<file path="src/shared/aiwf_defines.svh">
`ifndef AIWF_DEFINES_SVH
`define AIWF_DEFINES_SVH

`define AIWF_CODE_W      12
`define AIWF_WORD_W      16
`define AIWF_STAT_W      8
`define AIWF_BYTE_W      8
`define AIWF_NCHAN       2
`define AIWF_CHAN_W      1
`define AIWF_FIFO_DEPTH  32
`define AIWF_ENTRY_W     15
`define AIWF_CFG_W       4
`define AIWF_LOW_W       3
`define AIWF_FIELD_W     13

// Fifo entry layout
`define AIWF_ENT_CODE_LO 0
`define AIWF_ENT_CODE_HI 11
`define AIWF_ENT_UNDER   12
`define AIWF_ENT_OVER    13
`define AIWF_ENT_CHAN    14

// Config pin layout after synchroniser
`define AIWF_CFG_LAYOUT  0
`define AIWF_CFG_RNG_LO  1
`define AIWF_CFG_RNG_HI  2
`define AIWF_CFG_STATEN  3

// Plain layout
`define AIWF_PLAIN_OVER  16'h7FFF
`define AIWF_PLAIN_UNDER 16'h0000
`define AIWF_PLAIN_PAD   3'h0

// Flag layout value field (word bits 15..3)
`define AIWF_FLAG_ZERO   13'h0200
`define AIWF_FLAG_FULL   13'h0A00
`define AIWF_FLAG_ROUND  13'h0001
`define AIWF_FLAG_OVF    0
`define AIWF_FLAG_SC     1
`define AIWF_FLAG_NM     2

// Status byte bits
`define AIWF_ST_ZERO7    7
`define AIWF_ST_ERR      6
`define AIWF_ST_OVR      1
`define AIWF_ST_UND      0

`define AIWF_RANGE_VOLT  2'h0
`define AIWF_RANGE_CUR0  2'h1
`define AIWF_RANGE_LIVE  2'h2

`endif

</file>
<file path="src/shared/aiwf_pkg.sv">
package aiwf_pkg;

  typedef enum logic {
    AIWF_PLAIN,
    AIWF_FLAGGED
  } aiwf_layout_type;

  typedef enum logic [1:0] {
    AIWF_VOLT,
    AIWF_CUR_ZERO,
    AIWF_CUR_LIVE
  } aiwf_range_type;

  typedef enum logic [1:0] {
    AIWF_RD_IDLE,
    AIWF_RD_HIGH,
    AIWF_RD_LOW,
    AIWF_RD_STAT
  } aiwf_rd_state_type;

endpackage : aiwf_pkg

</file>
<file path="src/design/aiwf_top.sv">
`timescale 1ns/1ps
`include "aiwf_defines.svh"
module aiwf_top
  import aiwf_pkg::*;
(
  input  wire logic                                 i_mclk,
  input  wire logic                                 i_rst_n,
  // Converter front end
  input  wire logic                                 i_conv_valid,
  output logic                                      o_conv_ready,
  input  wire logic [`AIWF_CHAN_W-1:0]              i_conv_chan,
  input  wire logic [`AIWF_CODE_W-1:0]              i_conv_code,
  input  wire logic                                 i_conv_over,
  input  wire logic                                 i_conv_under,
  // Static variant pins
  input  wire logic                                 i_layout_sel,
  input  wire logic [1:0]                           i_range_sel,
  input  wire logic                                 i_status_en,
  // Coupler side
  input  wire logic                                 i_hold,
  input  wire logic                                 i_rd_start,
  input  wire logic [`AIWF_CHAN_W-1:0]              i_rd_chan,
  input  wire logic                                 i_rd_next,
  output logic                                      o_rd_valid,
  output logic      [`AIWF_BYTE_W-1:0]              o_rd_byte,
  output logic                                      o_rd_last,
  output logic      [`AIWF_WORD_W-1:0]              o_snap_word,
  output logic      [`AIWF_STAT_W-1:0]              o_snap_status,
  output logic      [`AIWF_NCHAN*`AIWF_WORD_W-1:0]  o_image_word,
  output logic      [`AIWF_NCHAN*`AIWF_STAT_W-1:0]  o_image_status,
  output logic      [`AIWF_NCHAN-1:0]               o_chan_fresh,
  output logic      [`AIWF_NCHAN-1:0]               o_chan_fault
);

  // Converter results buffered ahead of formatting
  logic                      fifo_out_valid;
  logic                      fifo_out_ready;
  logic [`AIWF_ENTRY_W-1:0]  fifo_out_data;
  logic [`AIWF_ENTRY_W-1:0]  fifo_in_data;
  logic                      pop;

  assign fifo_in_data = {i_conv_chan, i_conv_over, i_conv_under, i_conv_code};

  aiwf_fifo #(
    .W     (`AIWF_ENTRY_W),
    .DEPTH (`AIWF_FIFO_DEPTH)
  ) u_fifo (
    .i_mclk      (i_mclk),
    .i_rst_n     (i_rst_n),
    .i_in_valid  (i_conv_valid),
    .o_in_ready  (o_conv_ready),
    .i_in_data   (fifo_in_data),
    .o_out_valid (fifo_out_valid),
    .i_out_ready (fifo_out_ready),
    .o_out_data  (fifo_out_data)
  );

  // Coupler freezes the image while holding
  assign fifo_out_ready = ~i_hold;
  assign pop            = fifo_out_valid & fifo_out_ready;

  // Variant pins through the synchroniser
  logic [`AIWF_CFG_W-1:0] cfg_raw;
  logic [`AIWF_CFG_W-1:0] cfg_sync;
  aiwf_layout_type        layout;
  aiwf_range_type         range_mode;
  logic                   status_en;

  assign cfg_raw = {i_status_en, i_range_sel, i_layout_sel};

  aiwf_sync #(
    .W (`AIWF_CFG_W)
  ) u_cfg_sync (
    .i_mclk  (i_mclk),
    .i_rst_n (i_rst_n),
    .i_async (cfg_raw),
    .o_sync  (cfg_sync)
  );

  always_comb begin
    layout    = cfg_sync[`AIWF_CFG_LAYOUT] ? AIWF_FLAGGED : AIWF_PLAIN;
    status_en = cfg_sync[`AIWF_CFG_STATEN];
    unique case (cfg_sync[`AIWF_CFG_RNG_HI:`AIWF_CFG_RNG_LO])
      `AIWF_RANGE_CUR0: range_mode = AIWF_CUR_ZERO;
      `AIWF_RANGE_LIVE: range_mode = AIWF_CUR_LIVE;
      default:          range_mode = AIWF_VOLT;
    endcase
  end

  // Status byte from range conditions
  function automatic logic [`AIWF_STAT_W-1:0] fmt_status(
    input logic over,
    input logic under_eff
  );
    logic [`AIWF_STAT_W-1:0] st;
    st                = '0;
    st[`AIWF_ST_ZERO7] = 1'b0;
    st[`AIWF_ST_OVR]   = over;
    st[`AIWF_ST_UND]   = under_eff;
    st[`AIWF_ST_ERR]   = over | under_eff;
    return st;
  endfunction : fmt_status

  // Data word for either layout
  function automatic logic [`AIWF_WORD_W-1:0] fmt_word(
    input logic [`AIWF_CODE_W-1:0] code,
    input logic                    over,
    input logic                    under_eff,
    input aiwf_layout_type         lay
  );
    logic [`AIWF_FIELD_W-1:0] sum;
    logic [`AIWF_FIELD_W-1:0] field;
    logic [`AIWF_LOW_W-1:0]   flags;
    logic [`AIWF_WORD_W-1:0]  w;
    sum   = {1'b0, code} + `AIWF_FLAG_ROUND;
    field = `AIWF_FLAG_ZERO + {1'b0, sum[`AIWF_FIELD_W-1:1]};
    flags = '0;
    w     = '0;
    if (lay == AIWF_PLAIN) begin
      if (over) begin
        w = `AIWF_PLAIN_OVER;
      end else if (under_eff) begin
        w = `AIWF_PLAIN_UNDER;
      end else begin
        w = {1'b0, code, `AIWF_PLAIN_PAD};
      end
    end else begin
      flags[`AIWF_FLAG_NM] = 1'b0;
      if (over) begin
        flags[`AIWF_FLAG_OVF] = 1'b1;
        w = {`AIWF_FLAG_FULL, flags};
      end else if (under_eff) begin
        flags[`AIWF_FLAG_OVF] = 1'b1;
        flags[`AIWF_FLAG_SC]  = 1'b1;
        w = {`AIWF_FLAG_ZERO, flags};
      end else begin
        w = {field, flags};
      end
    end
    return w;
  endfunction : fmt_word

  // Per-channel process image
  logic [`AIWF_WORD_W-1:0] word_mem_reg  [`AIWF_NCHAN];
  logic [`AIWF_WORD_W-1:0] word_mem_next [`AIWF_NCHAN];
  logic [`AIWF_STAT_W-1:0] stat_mem_reg  [`AIWF_NCHAN];
  logic [`AIWF_STAT_W-1:0] stat_mem_next [`AIWF_NCHAN];
  logic [`AIWF_NCHAN-1:0]  fresh_reg;
  logic [`AIWF_NCHAN-1:0]  fresh_next;
  logic [`AIWF_NCHAN-1:0]  fault_reg;
  logic [`AIWF_NCHAN-1:0]  fault_next;

  logic [`AIWF_CODE_W-1:0] ent_code;
  logic                    ent_over;
  logic                    ent_under_eff;
  logic [`AIWF_CHAN_W-1:0] ent_chan;
  logic [`AIWF_WORD_W-1:0] new_word;
  logic [`AIWF_STAT_W-1:0] new_stat;

  // Read sequencer
  aiwf_rd_state_type       rd_state_reg;
  aiwf_rd_state_type       rd_state_next;
  logic [`AIWF_WORD_W-1:0] snap_word_reg;
  logic [`AIWF_WORD_W-1:0] snap_word_next;
  logic [`AIWF_STAT_W-1:0] snap_stat_reg;
  logic [`AIWF_STAT_W-1:0] snap_stat_next;
  logic                    stat_incl_reg;
  logic                    stat_incl_next;
  logic [`AIWF_BYTE_W-1:0] rd_byte_reg;
  logic [`AIWF_BYTE_W-1:0] rd_byte_next;
  logic                    rd_valid_reg;
  logic                    rd_valid_next;
  logic                    rd_last_reg;
  logic                    rd_last_next;
  logic                    take_start;

  always_comb begin
    ent_code      = fifo_out_data[`AIWF_ENT_CODE_HI:`AIWF_ENT_CODE_LO];
    ent_over      = fifo_out_data[`AIWF_ENT_OVER];
    ent_chan      = fifo_out_data[`AIWF_ENT_CHAN];
    // Over range dominates; underrange only for live-zero current
    ent_under_eff = fifo_out_data[`AIWF_ENT_UNDER] & ~ent_over
                    & (range_mode == AIWF_CUR_LIVE);
    new_word      = fmt_word(ent_code, ent_over, ent_under_eff, layout);
    new_stat      = fmt_status(ent_over, ent_under_eff);
  end

  always_comb begin
    take_start = i_rd_start & (rd_state_reg == AIWF_RD_IDLE);
    fresh_next = fresh_reg;
    fault_next = fault_reg;
    for (int c = 0; c < `AIWF_NCHAN; c++) begin
      word_mem_next[c] = word_mem_reg[c];
      stat_mem_next[c] = stat_mem_reg[c];
    end
    if (take_start) begin
      fresh_next[i_rd_chan] = 1'b0;
    end
    if (pop) begin
      // Word and status written in the same cycle
      word_mem_next[ent_chan] = new_word;
      stat_mem_next[ent_chan] = new_stat;
      fault_next[ent_chan]    = new_stat[`AIWF_ST_ERR];
      // New result beats a same-cycle read clear
      fresh_next[ent_chan]    = 1'b1;
    end
  end

  always_comb begin
    rd_state_next  = rd_state_reg;
    snap_word_next = snap_word_reg;
    snap_stat_next = snap_stat_reg;
    stat_incl_next = stat_incl_reg;
    rd_byte_next   = rd_byte_reg;
    rd_valid_next  = rd_valid_reg;
    rd_last_next   = rd_last_reg;
    unique case (rd_state_reg)
      AIWF_RD_IDLE: begin
        if (take_start) begin
          // Snapshot pairs word and status of one conversion
          snap_word_next = word_mem_reg[i_rd_chan];
          snap_stat_next = stat_mem_reg[i_rd_chan];
          stat_incl_next = status_en;
          rd_byte_next   = word_mem_reg[i_rd_chan][`AIWF_WORD_W-1:`AIWF_BYTE_W];
          rd_valid_next  = 1'b1;
          rd_last_next   = 1'b0;
          rd_state_next  = AIWF_RD_HIGH;
        end
      end
      AIWF_RD_HIGH: begin
        if (i_rd_next) begin
          rd_byte_next  = snap_word_reg[`AIWF_BYTE_W-1:0];
          rd_last_next  = ~stat_incl_reg;
          rd_state_next = AIWF_RD_LOW;
        end
      end
      AIWF_RD_LOW: begin
        if (i_rd_next) begin
          if (stat_incl_reg) begin
            rd_byte_next  = snap_stat_reg;
            rd_last_next  = 1'b1;
            rd_state_next = AIWF_RD_STAT;
          end else begin
            rd_valid_next = 1'b0;
            rd_last_next  = 1'b0;
            rd_state_next = AIWF_RD_IDLE;
          end
        end
      end
      AIWF_RD_STAT: begin
        if (i_rd_next) begin
          rd_valid_next = 1'b0;
          rd_last_next  = 1'b0;
          rd_state_next = AIWF_RD_IDLE;
        end
      end
    endcase
  end

  always_ff @(posedge i_mclk or negedge i_rst_n) begin
    if (!i_rst_n) begin
      for (int c = 0; c < `AIWF_NCHAN; c++) begin
        word_mem_reg[c] <= '0;
        stat_mem_reg[c] <= '0;
      end
      fresh_reg     <= '0;
      fault_reg     <= '0;
      rd_state_reg  <= AIWF_RD_IDLE;
      snap_word_reg <= '0;
      snap_stat_reg <= '0;
      stat_incl_reg <= 1'b0;
      rd_byte_reg   <= '0;
      rd_valid_reg  <= 1'b0;
      rd_last_reg   <= 1'b0;
    end else begin
      for (int c = 0; c < `AIWF_NCHAN; c++) begin
        word_mem_reg[c] <= word_mem_next[c];
        stat_mem_reg[c] <= stat_mem_next[c];
      end
      fresh_reg     <= fresh_next;
      fault_reg     <= fault_next;
      rd_state_reg  <= rd_state_next;
      snap_word_reg <= snap_word_next;
      snap_stat_reg <= snap_stat_next;
      stat_incl_reg <= stat_incl_next;
      rd_byte_reg   <= rd_byte_next;
      rd_valid_reg  <= rd_valid_next;
      rd_last_reg   <= rd_last_next;
    end
  end

  always_comb begin
    for (int c = 0; c < `AIWF_NCHAN; c++) begin
      o_image_word[c*`AIWF_WORD_W +: `AIWF_WORD_W]   = word_mem_reg[c];
      o_image_status[c*`AIWF_STAT_W +: `AIWF_STAT_W] = stat_mem_reg[c];
    end
  end

  assign o_rd_valid    = rd_valid_reg;
  assign o_rd_byte     = rd_byte_reg;
  assign o_rd_last     = rd_last_reg;
  assign o_snap_word   = snap_word_reg;
  assign o_snap_status = snap_stat_reg;
  assign o_chan_fresh  = fresh_reg;
  assign o_chan_fault  = fault_reg;

endmodule : aiwf_top

</file>
<file path="src/design/aiwf_sync.sv">
`timescale 1ns/1ps
module aiwf_sync #(
  parameter int W = 4
) (
  input  wire logic         i_mclk,
  input  wire logic         i_rst_n,
  input  wire logic [W-1:0] i_async,
  output logic      [W-1:0] o_sync
);

  logic [W-1:0] s1_reg;
  logic [W-1:0] s2_reg;
  logic [W-1:0] s3_reg;
  logic [W-1:0] out_reg;
  logic [W-1:0] out_next;

  // Accept a bit only once second and third stage agree
  always_comb begin
    for (int k = 0; k < W; k++) begin
      out_next[k] = (s2_reg[k] == s3_reg[k]) ? s3_reg[k] : out_reg[k];
    end
  end

  always_ff @(posedge i_mclk or negedge i_rst_n) begin
    if (!i_rst_n) begin
      s1_reg  <= '0;
      s2_reg  <= '0;
      s3_reg  <= '0;
      out_reg <= '0;
    end else begin
      s1_reg  <= i_async;
      s2_reg  <= s1_reg;
      s3_reg  <= s2_reg;
      out_reg <= out_next;
    end
  end

  assign o_sync = out_reg;

endmodule : aiwf_sync

</file>
<file path="src/design/aiwf_fifo.sv">
`timescale 1ns/1ps
module aiwf_fifo #(
  parameter int W     = 15,
  parameter int DEPTH = 32
) (
  input  wire logic         i_mclk,
  input  wire logic         i_rst_n,
  input  wire logic         i_in_valid,
  output logic              o_in_ready,
  input  wire logic [W-1:0] i_in_data,
  output logic              o_out_valid,
  input  wire logic         i_out_ready,
  output logic      [W-1:0] o_out_data
);

  localparam int AW = $clog2(DEPTH);
  localparam logic [AW:0] FULL_CNT = (AW+1)'(DEPTH);

  logic [W-1:0]  mem_reg [DEPTH];
  logic [AW-1:0] wr_ptr_reg;
  logic [AW-1:0] wr_ptr_next;
  logic [AW-1:0] rd_ptr_reg;
  logic [AW-1:0] rd_ptr_next;
  logic [AW:0]   count_reg;
  logic [AW:0]   count_next;
  logic          in_ready_reg;
  logic          in_ready_next;
  logic          out_valid_reg;
  logic          out_valid_next;
  logic          push;
  logic          pop;

  always_comb begin
    push           = i_in_valid & in_ready_reg;
    pop            = out_valid_reg & i_out_ready;
    wr_ptr_next    = wr_ptr_reg;
    rd_ptr_next    = rd_ptr_reg;
    count_next     = count_reg;
    if (push) begin
      wr_ptr_next = wr_ptr_reg + AW'(1);
    end
    if (pop) begin
      rd_ptr_next = rd_ptr_reg + AW'(1);
    end
    if (push && !pop) begin
      count_next = count_reg + (AW+1)'(1);
    end else if (pop && !push) begin
      count_next = count_reg - (AW+1)'(1);
    end
    in_ready_next  = (count_next != FULL_CNT);
    out_valid_next = (count_next != '0);
  end

  always_ff @(posedge i_mclk or negedge i_rst_n) begin
    if (!i_rst_n) begin
      wr_ptr_reg    <= '0;
      rd_ptr_reg    <= '0;
      count_reg     <= '0;
      in_ready_reg  <= 1'b1;
      out_valid_reg <= 1'b0;
    end else begin
      wr_ptr_reg    <= wr_ptr_next;
      rd_ptr_reg    <= rd_ptr_next;
      count_reg     <= count_next;
      in_ready_reg  <= in_ready_next;
      out_valid_reg <= out_valid_next;
    end
  end

  always_ff @(posedge i_mclk) begin
    if (push) begin
      mem_reg[wr_ptr_reg] <= i_in_data;
    end
  end

  assign o_in_ready  = in_ready_reg;
  assign o_out_valid = out_valid_reg;
  assign o_out_data  = mem_reg[rd_ptr_reg];

endmodule : aiwf_fifo

</file>
<file path="config.mk">
export PLATFORM = sky130hd
export DESIGN_NAME = aiwf_top
export DESIGN_NICKNAME = d
export VERILOG_FILES = /design/src/shared/aiwf_pkg.sv /design/src/design/aiwf_top.sv /design/src/design/aiwf_sync.sv /design/src/design/aiwf_fifo.sv
export VERILOG_INCLUDE_DIRS = /design/src /design/src/shared
export SDC_FILE = /design/constraint.sdc
export NUM_CORES = 1
export LEC_CHECK = 0
export ABC_AREA = 1
export BUFFER_PORTS_ARGS = -buffer_cell sky130_fd_sc_hd__clkbuf_2
export CAP_MARGIN = 0
export CORE_AREA = 2 2 251 253
export CTS_BUF_LIST = sky130_fd_sc_hd__clkbuf_8
export CTS_CLUSTER_DIAMETER = 40
export DETAILED_ROUTE_END_ITERATION = 12
export DIE_AREA = 0 0 253 255
export SYNTH_ARGS = -nofsm -noshare
export SYNTH_HDL_FRONTEND = slang
export SYNTH_SLANG_ARGS = --single-unit
</file>
<file path="constraint.sdc">
create_clock -name i_mclk -period 3.65 [get_ports i_mclk]
set_clock_uncertainty 0.2 [all_clocks]
set_input_delay 0.73 -clock i_mclk [delete_from_list [all_inputs] [get_ports i_mclk]]
set_output_delay 0.73 -clock i_mclk [all_outputs]
set_load 0.02 [all_outputs]
</file>
; ---- Yosys cells after proc, flatten, opt, wreduce, memory -nomap -nowiden
; Memories as Yosys holds them, arrays and structs flattened.
; Cells that the tools add are included.
[totals]
regBits = 123
ram_bits = 480
input_bits = 26
out_inout_bits = 87
elab_cells = 136
mem_count = 1
[op_classes]
addsub = 6
n_lt_le_gt_ge = 7
n_eq_ne = 17
muxes = 51
n_bitwise = 14
n_reduce_logical = 15
[mem_list]
columns = memory, words, width, read_ports, rd_ports_with_merged_regs, wr, line
row1 = u_fifo.mem_reg, 32, 15, 1, 0, 1, aiwf_fifo.sv:19  ; logic [W-1:0] mem_reg [DEPTH];
[ops]
columns = operator, count
row1 = $mux 16, 7
row2 = $mux 8, 8
row3 = $bwmux 32, 1
row4 = $mux 15, 2
row5 = $pmux 8 s3, 1
row6 = $bwmux 16, 1
row7 = $demux 16 s1, 1
row8 = $mux 2, 7
row9 = $add 10x12->13 const A, 1
row10 = $add 12x1->13 const B, 1
row11 = $mux 1, 13
row12 = $mux 6, 2
row13 = $ne 2x2->1 const B, 6
row14 = $add 5x1->5 const B, 2
row15 = $reduce_and 5->1, 2
row16 = $demux 8 s1, 1
row17 = $eq 2x2->1 const B, 4
row18 = $pmux 2 s4, 1
row19 = $add 6x1->6 const B, 1
row20 = $ne 6x6->1 const B, 1
row21 = $reduce_bool 3->1, 2
row22 = $reduce_bool 6->1, 1
row23 = $sub 6x1->6 const B, 1
row24 = $and 1x1->1, 5
row25 = 22 further kinds, 38

; ---- Depth between registers and ports, before layout
[logic_depth]
depth_word = 9
ltp_mapped = 30
mapped_depth_nobuf = 27

; ---- Cells and area by module
; Synthesis repeated with hierarchy kept, for this count alone.
[unflattened]
hier_cells = 2284
area_unflattened_um2 = 24791.3
[modules_own_cells]
columns = module, n_inst, cells_per_inst, area_each_um2, seq_area_each_um2
row1 = aiwf_fifo, 1, 1790, 20586.0, 14865.5
row2 = aiwf_top, 1, 462, 3739.8, 1801.7
row3 = aiwf_sync, 1, 32, 465.4, 400.4

; ---- Least setup slack after synthesis
; Ideal clock, no wire load.
[synth_timing]
kind = reg-to-reg
from = register u_fifo.rd_ptr_reg[0]
to = register word_mem_reg, in the netlist o_image_word[14]
arrival_time_ns = 2.743
required_time_ns = 3.334
setup_slack_ns = 0.590
stages_incl_launch_ff = 28
period_less_slack_ns = 3.060
cell_sequence = dfrtp_1 -> buf_6 -> inv_4 -> buf_6 -> buf_6 -> buf_6 -> nor2_1 -> o211ai_1 -> nand3_1 -> nand3b_1 -> nand2_1 -> inv_2 -> ha_1 -> nand3_1 -> inv_1 -> nand2_2 -> nor2_2 -> nand2_1 -> and2_1 -> ha_1 -> inv_1 -> nand2_1 -> nand2_1 -> nand2_1 -> nand2_1 -> nand2_1 -> nand2_1 -> nand2_1
[synth_via]
elab_chain_cells = 8
word_cells_on_any_way = 18
[synth_rtl]
columns = item, line
row1 = from (decl), aiwf_fifo.sv:22  ; logic [AW-1:0] rd_ptr_reg;
row2 = from (signal assigned), aiwf_fifo.sv:63  ; rd_ptr_reg <= rd_ptr_next;
row3 = $mem_v2 32x15 *, --
row4 = "parallel branches: the longest is 6 deep, another holds $add 12x1->13", --
row5 = $bwmux 32 *, aiwf_top.sv:201  ; word_mem_next[ent_chan] = new_word;
row6 = "to (signal, indexed assignment)", aiwf_top.sv:277  ; word_mem_reg[c] <= word_mem_next[c];
row7 = to (decl), aiwf_top.sv:144  ; logic [`AIWF_WORD_W-1:0] word_mem_reg [`AIWF_NCHAN];
; Mark *: on every way between the ends.
; A chain may end at the register's enable or synchronous reset.

; ---- Final worst setup path
; Ends and elaborated chain as after synthesis.

==> flow_summary_export.csv <==
group,metric,value,unit
sta,max_freq,289,MHz
grt,grt_pass1_vias,16561,
run_status,status,"complete, no violations",
floorplan,rows,92,
placed_design,gp_congestion,0.852,
critical_path,crit_type,"flop to flop",
clock_tree,cts.clk_slew.worst_paths,0.07,ns
drt,drtAntennaViolNets,0,
sta,max-slew-margin-rel,41.3,%
grt,grt_remaining_overflow,0,
synthesis,syn_inst,2193,
sta,final_max_slew_viol_count,0,
sta,whs,0.143,ns
placed_design,hpwl,40.9,mm
layout,largest_register_ffs,480,
drt,dr.pass1.iters,5,
drt,route.detailed.drc,0,
synthesis,seq_area_frac_synth,69.6,%
grt,antenna_found_initial,1,
drt,drt-total-wl,68.8,mm
sta,min_period,3.45,ns
placed_design,dpl.cell_count,3075,
power,power_density,859,nW/um^2
floorplan,die_x,253,um
clock_tree,root_buffer,"clkbuf_8",
synthesis,synth-seq-cells,586,
power,power_frac_comb,42.8,%
job,drv_cap,0,
grt,grt.total_usage,20.6,%
grt,grt_pass1_wl,100,mm
floorplan,dieArea,64500,um^2
synthesis,synth_edf_count,480,
floorplan,io_pins,113,
drt,drtIter0Drc,1628,
clock_tree,tritoncts,"yes",
hold_path,hp-class,"flop to flop",
synthesis,syn-cell-area,24500,um^2
synthesis,synth_cell_types,42,
critical_path,cp.arrival,3.82,ns
synthesis,syn_avg_cell_area,11.2,um^2
critical_path,cpMostUsedCell,"nand2_1",
layout,layout-area-overhead-vs-synth,17.0,%
power,p_sw_share,41.2,%
power,clkPwrFrac,22.5,%
clock_tree,clock_latency,0.70,ns
critical_path,crit_slowest_cell,"dfrtp_4",
drt,wl_per_cell,21.0,um
power,pwr-share-seq,34.7,%
layout,num-fill-cells,5663,
sta,tightest_slew,0.881,ns
layout,seqCellArea,17100,um^2
layout,multi_input_area,6360,um^2
floorplan,die_y,255,um
power,finalPower,24.7,mW
drt,avgViaCountPerCell,5.26,
layout,drive_gt1_share,16.3,%
layout,fin_cells,3285,
sta,period_share,94.7,%
layout,final_nets,2444,
clock_tree,clockBufferDepth,3,
power,p_sw,10.2,mW
sta,hold_viol,0,
floorplan,start_util,39.5,%
critical_path,cp_max_fo,23,
synthesis,synth-warning-count,0,
critical_path,end_kind,"flop",
critical_path,required,4.02,ns
power,ir_worst_vdd,0.319,mV
clock_tree,h-tree-depth,3,
sta,fin_tns_setup,0,ns
clock_tree,cts_buffers,99,
floorplan,core,62200,um^2
critical_path,critPathLaunchType,"flop",
critical_path,slowest_delay,0.59,ns
drt,vias,17286,
sta,setup_violations,0,
synthesis,synthArstFlopShare,18.1,%
placed_design,portBuffers,97,
synthesis,synthFlopType,"edfxtp_1",
power,power.internal,14.5,mW
grt,grt_start_max_net_pins,84,
clock_tree,cts.sinks,586,
power,p_leak,11.2,nW
layout,utilization,46.2,%
-- cell families (layout without fill, tap and decap cells) --
group	Yosys count	count (layout)	share of synthesized area, %
AND/OR/NAND/NOR	1023	1023	16.9
buffers and inverters	244	522	5.09
XOR/XNOR	13	13	0.464
flip-flops	586	586	69.6
multiplexers	1	1	0.0459
adder cells (fa/ha/maj)	18	18	0.877
AO/OA/AOI/OAI	307	307	7.02
other	1	16	0.0153
-- final timing paths --
check / startpoint / to / slack [ns] / depth (start not counted)
max in group asynchronous: i_rst_n / u_fifo.o_in_ready$_DFF_PN1_ / 2.03 / 3
setup / recovery: u_fifo.rd_ptr_reg[0]$_DFFE_PN0P_ / o_image_word[14]$_DFFE_PN0P_ / 0.20 / 25
min in group asynchronous: i_rst_n / o_snap_word[9]$_DFFE_PN0P_ / 0.39 / 2
hold reg to reg: u_cfg_sync.s1_reg[1]$_DFF_PN0_ / u_cfg_sync.s2_reg[1]$_DFF_PN0_ / 0.14 / 0
hold / removal: u_cfg_sync.s1_reg[1]$_DFF_PN0_ / u_cfg_sync.s2_reg[1]$_DFF_PN0_ / 0.14 / 0
setup reg to reg: u_fifo.rd_ptr_reg[0]$_DFFE_PN0P_ / o_image_word[14]$_DFFE_PN0P_ / 0.20 / 25
-- per-stage QoR --
step / worst slack, ns / area [um^2]
2_1_floorplan: 0.590 / 24600
3_3_place_gp: 0.0343 / 26200
3_5_place_dp: 0.0779 / 26200
4_1_cts: 0.0567 / 28200
5_1_grt: -0.0567 / 28700
6_report: 0.195 / 28700
-- final cells by class --
type	instances	area share, %
diodes	1	0.00872
clock buffers	107	5.13
inverters	116	1.63
flip-flops and latches	586	59.5
clock inverters	75	1.43
well taps	799	3.48
multi-input cells	1377	22.2
repair buffers	223	6.64
repair inverters	1	0.0392
-- per-layer routing --
layer / share of wire, % / wire length (um) / track usage, % / vias to the layer above
met3: 7.8 / 5340 / 4.17 / 143
li1: - / - / - / 7949
met1: 42 / 28600 / 26.8 / 8421
met4: 3.3 / 2300 / 7.93 / 0
met5: 0 / 0 / 0 / -
met2: 47 / 32600 / 34.2 / 773
-- repair_timing --
action,in CTS,in global routing
buffers inserted,0,12
resized for setup,0,45
endpoints found under the hold margin,44,0
setup endpoints to repair,0,7
hold buffers,5,0
-- power groups by stage --
stage | clock network, mW | logic, mW | registers, mW
floorplan | 0 | 5.84 | 8.91
detailed placement | 0 | 9.64 | 8.66
global placement | 0 | 9.57 | 8.64
CTS | 5.66 | 9.69 | 8.53
global route | 5.96 | 11.5 | 8.64
finish | 5.55 | 10.6 | 8.56
-- critical path: cells and delay by family (launching register included) --
family | cells | cell delay [ns]
xor gates and xnor gates | 1 | 0.14
adders and majority gates | 1 | 0.22
and+or+nand+nor | 16 | 1.19
AOI/OAI and AO/OA | 1 | 0.19
buffers and inverters | 6 | 0.78
DFF | 1 | 0.59
-- cells in the final DEF, fill, tap and decap left out, types with 9 or more instances in the layout --
cell type,count
o21ai_1,21
a21oi_1,30
inv_2,10
buf_12,16
o221ai_1,13
clkinv_2,14
clkbuf_16,9
conb_1,15
o22ai_1,20
nand2_1,539
clkbuf_8,107
o21ai_0,173
buf_4,90
nand4_1,13
edfxtp_1,480
o211ai_1,30
dfrtp_1,103
inv_1,126
nand3_1,153
nor2_1,280
clkinv_1,29
ha_1,13
clkbuf_2,96
nand2_2,12
xor2_1,11
-- cells in the mapped netlist, drive strengths merged, types with 21 or more instances --
cell / instances / share of area, %
buf: 105 / 2.9
dfrtp: 105 / 11
clkbuf: 23 / 0.35
nand3: 158 / 3.2
a21oi: 34 / 0.69
nor2: 291 / 4.6
o21ai: 194 / 4.0
o22ai: 21 / 0.54
edfxtp: 480 / 59
o211ai: 30 / 0.92
inv: 113 / 1.7
nand2: 551 / 8.5
Note: power is estimated with default switching activity, not from simulation.
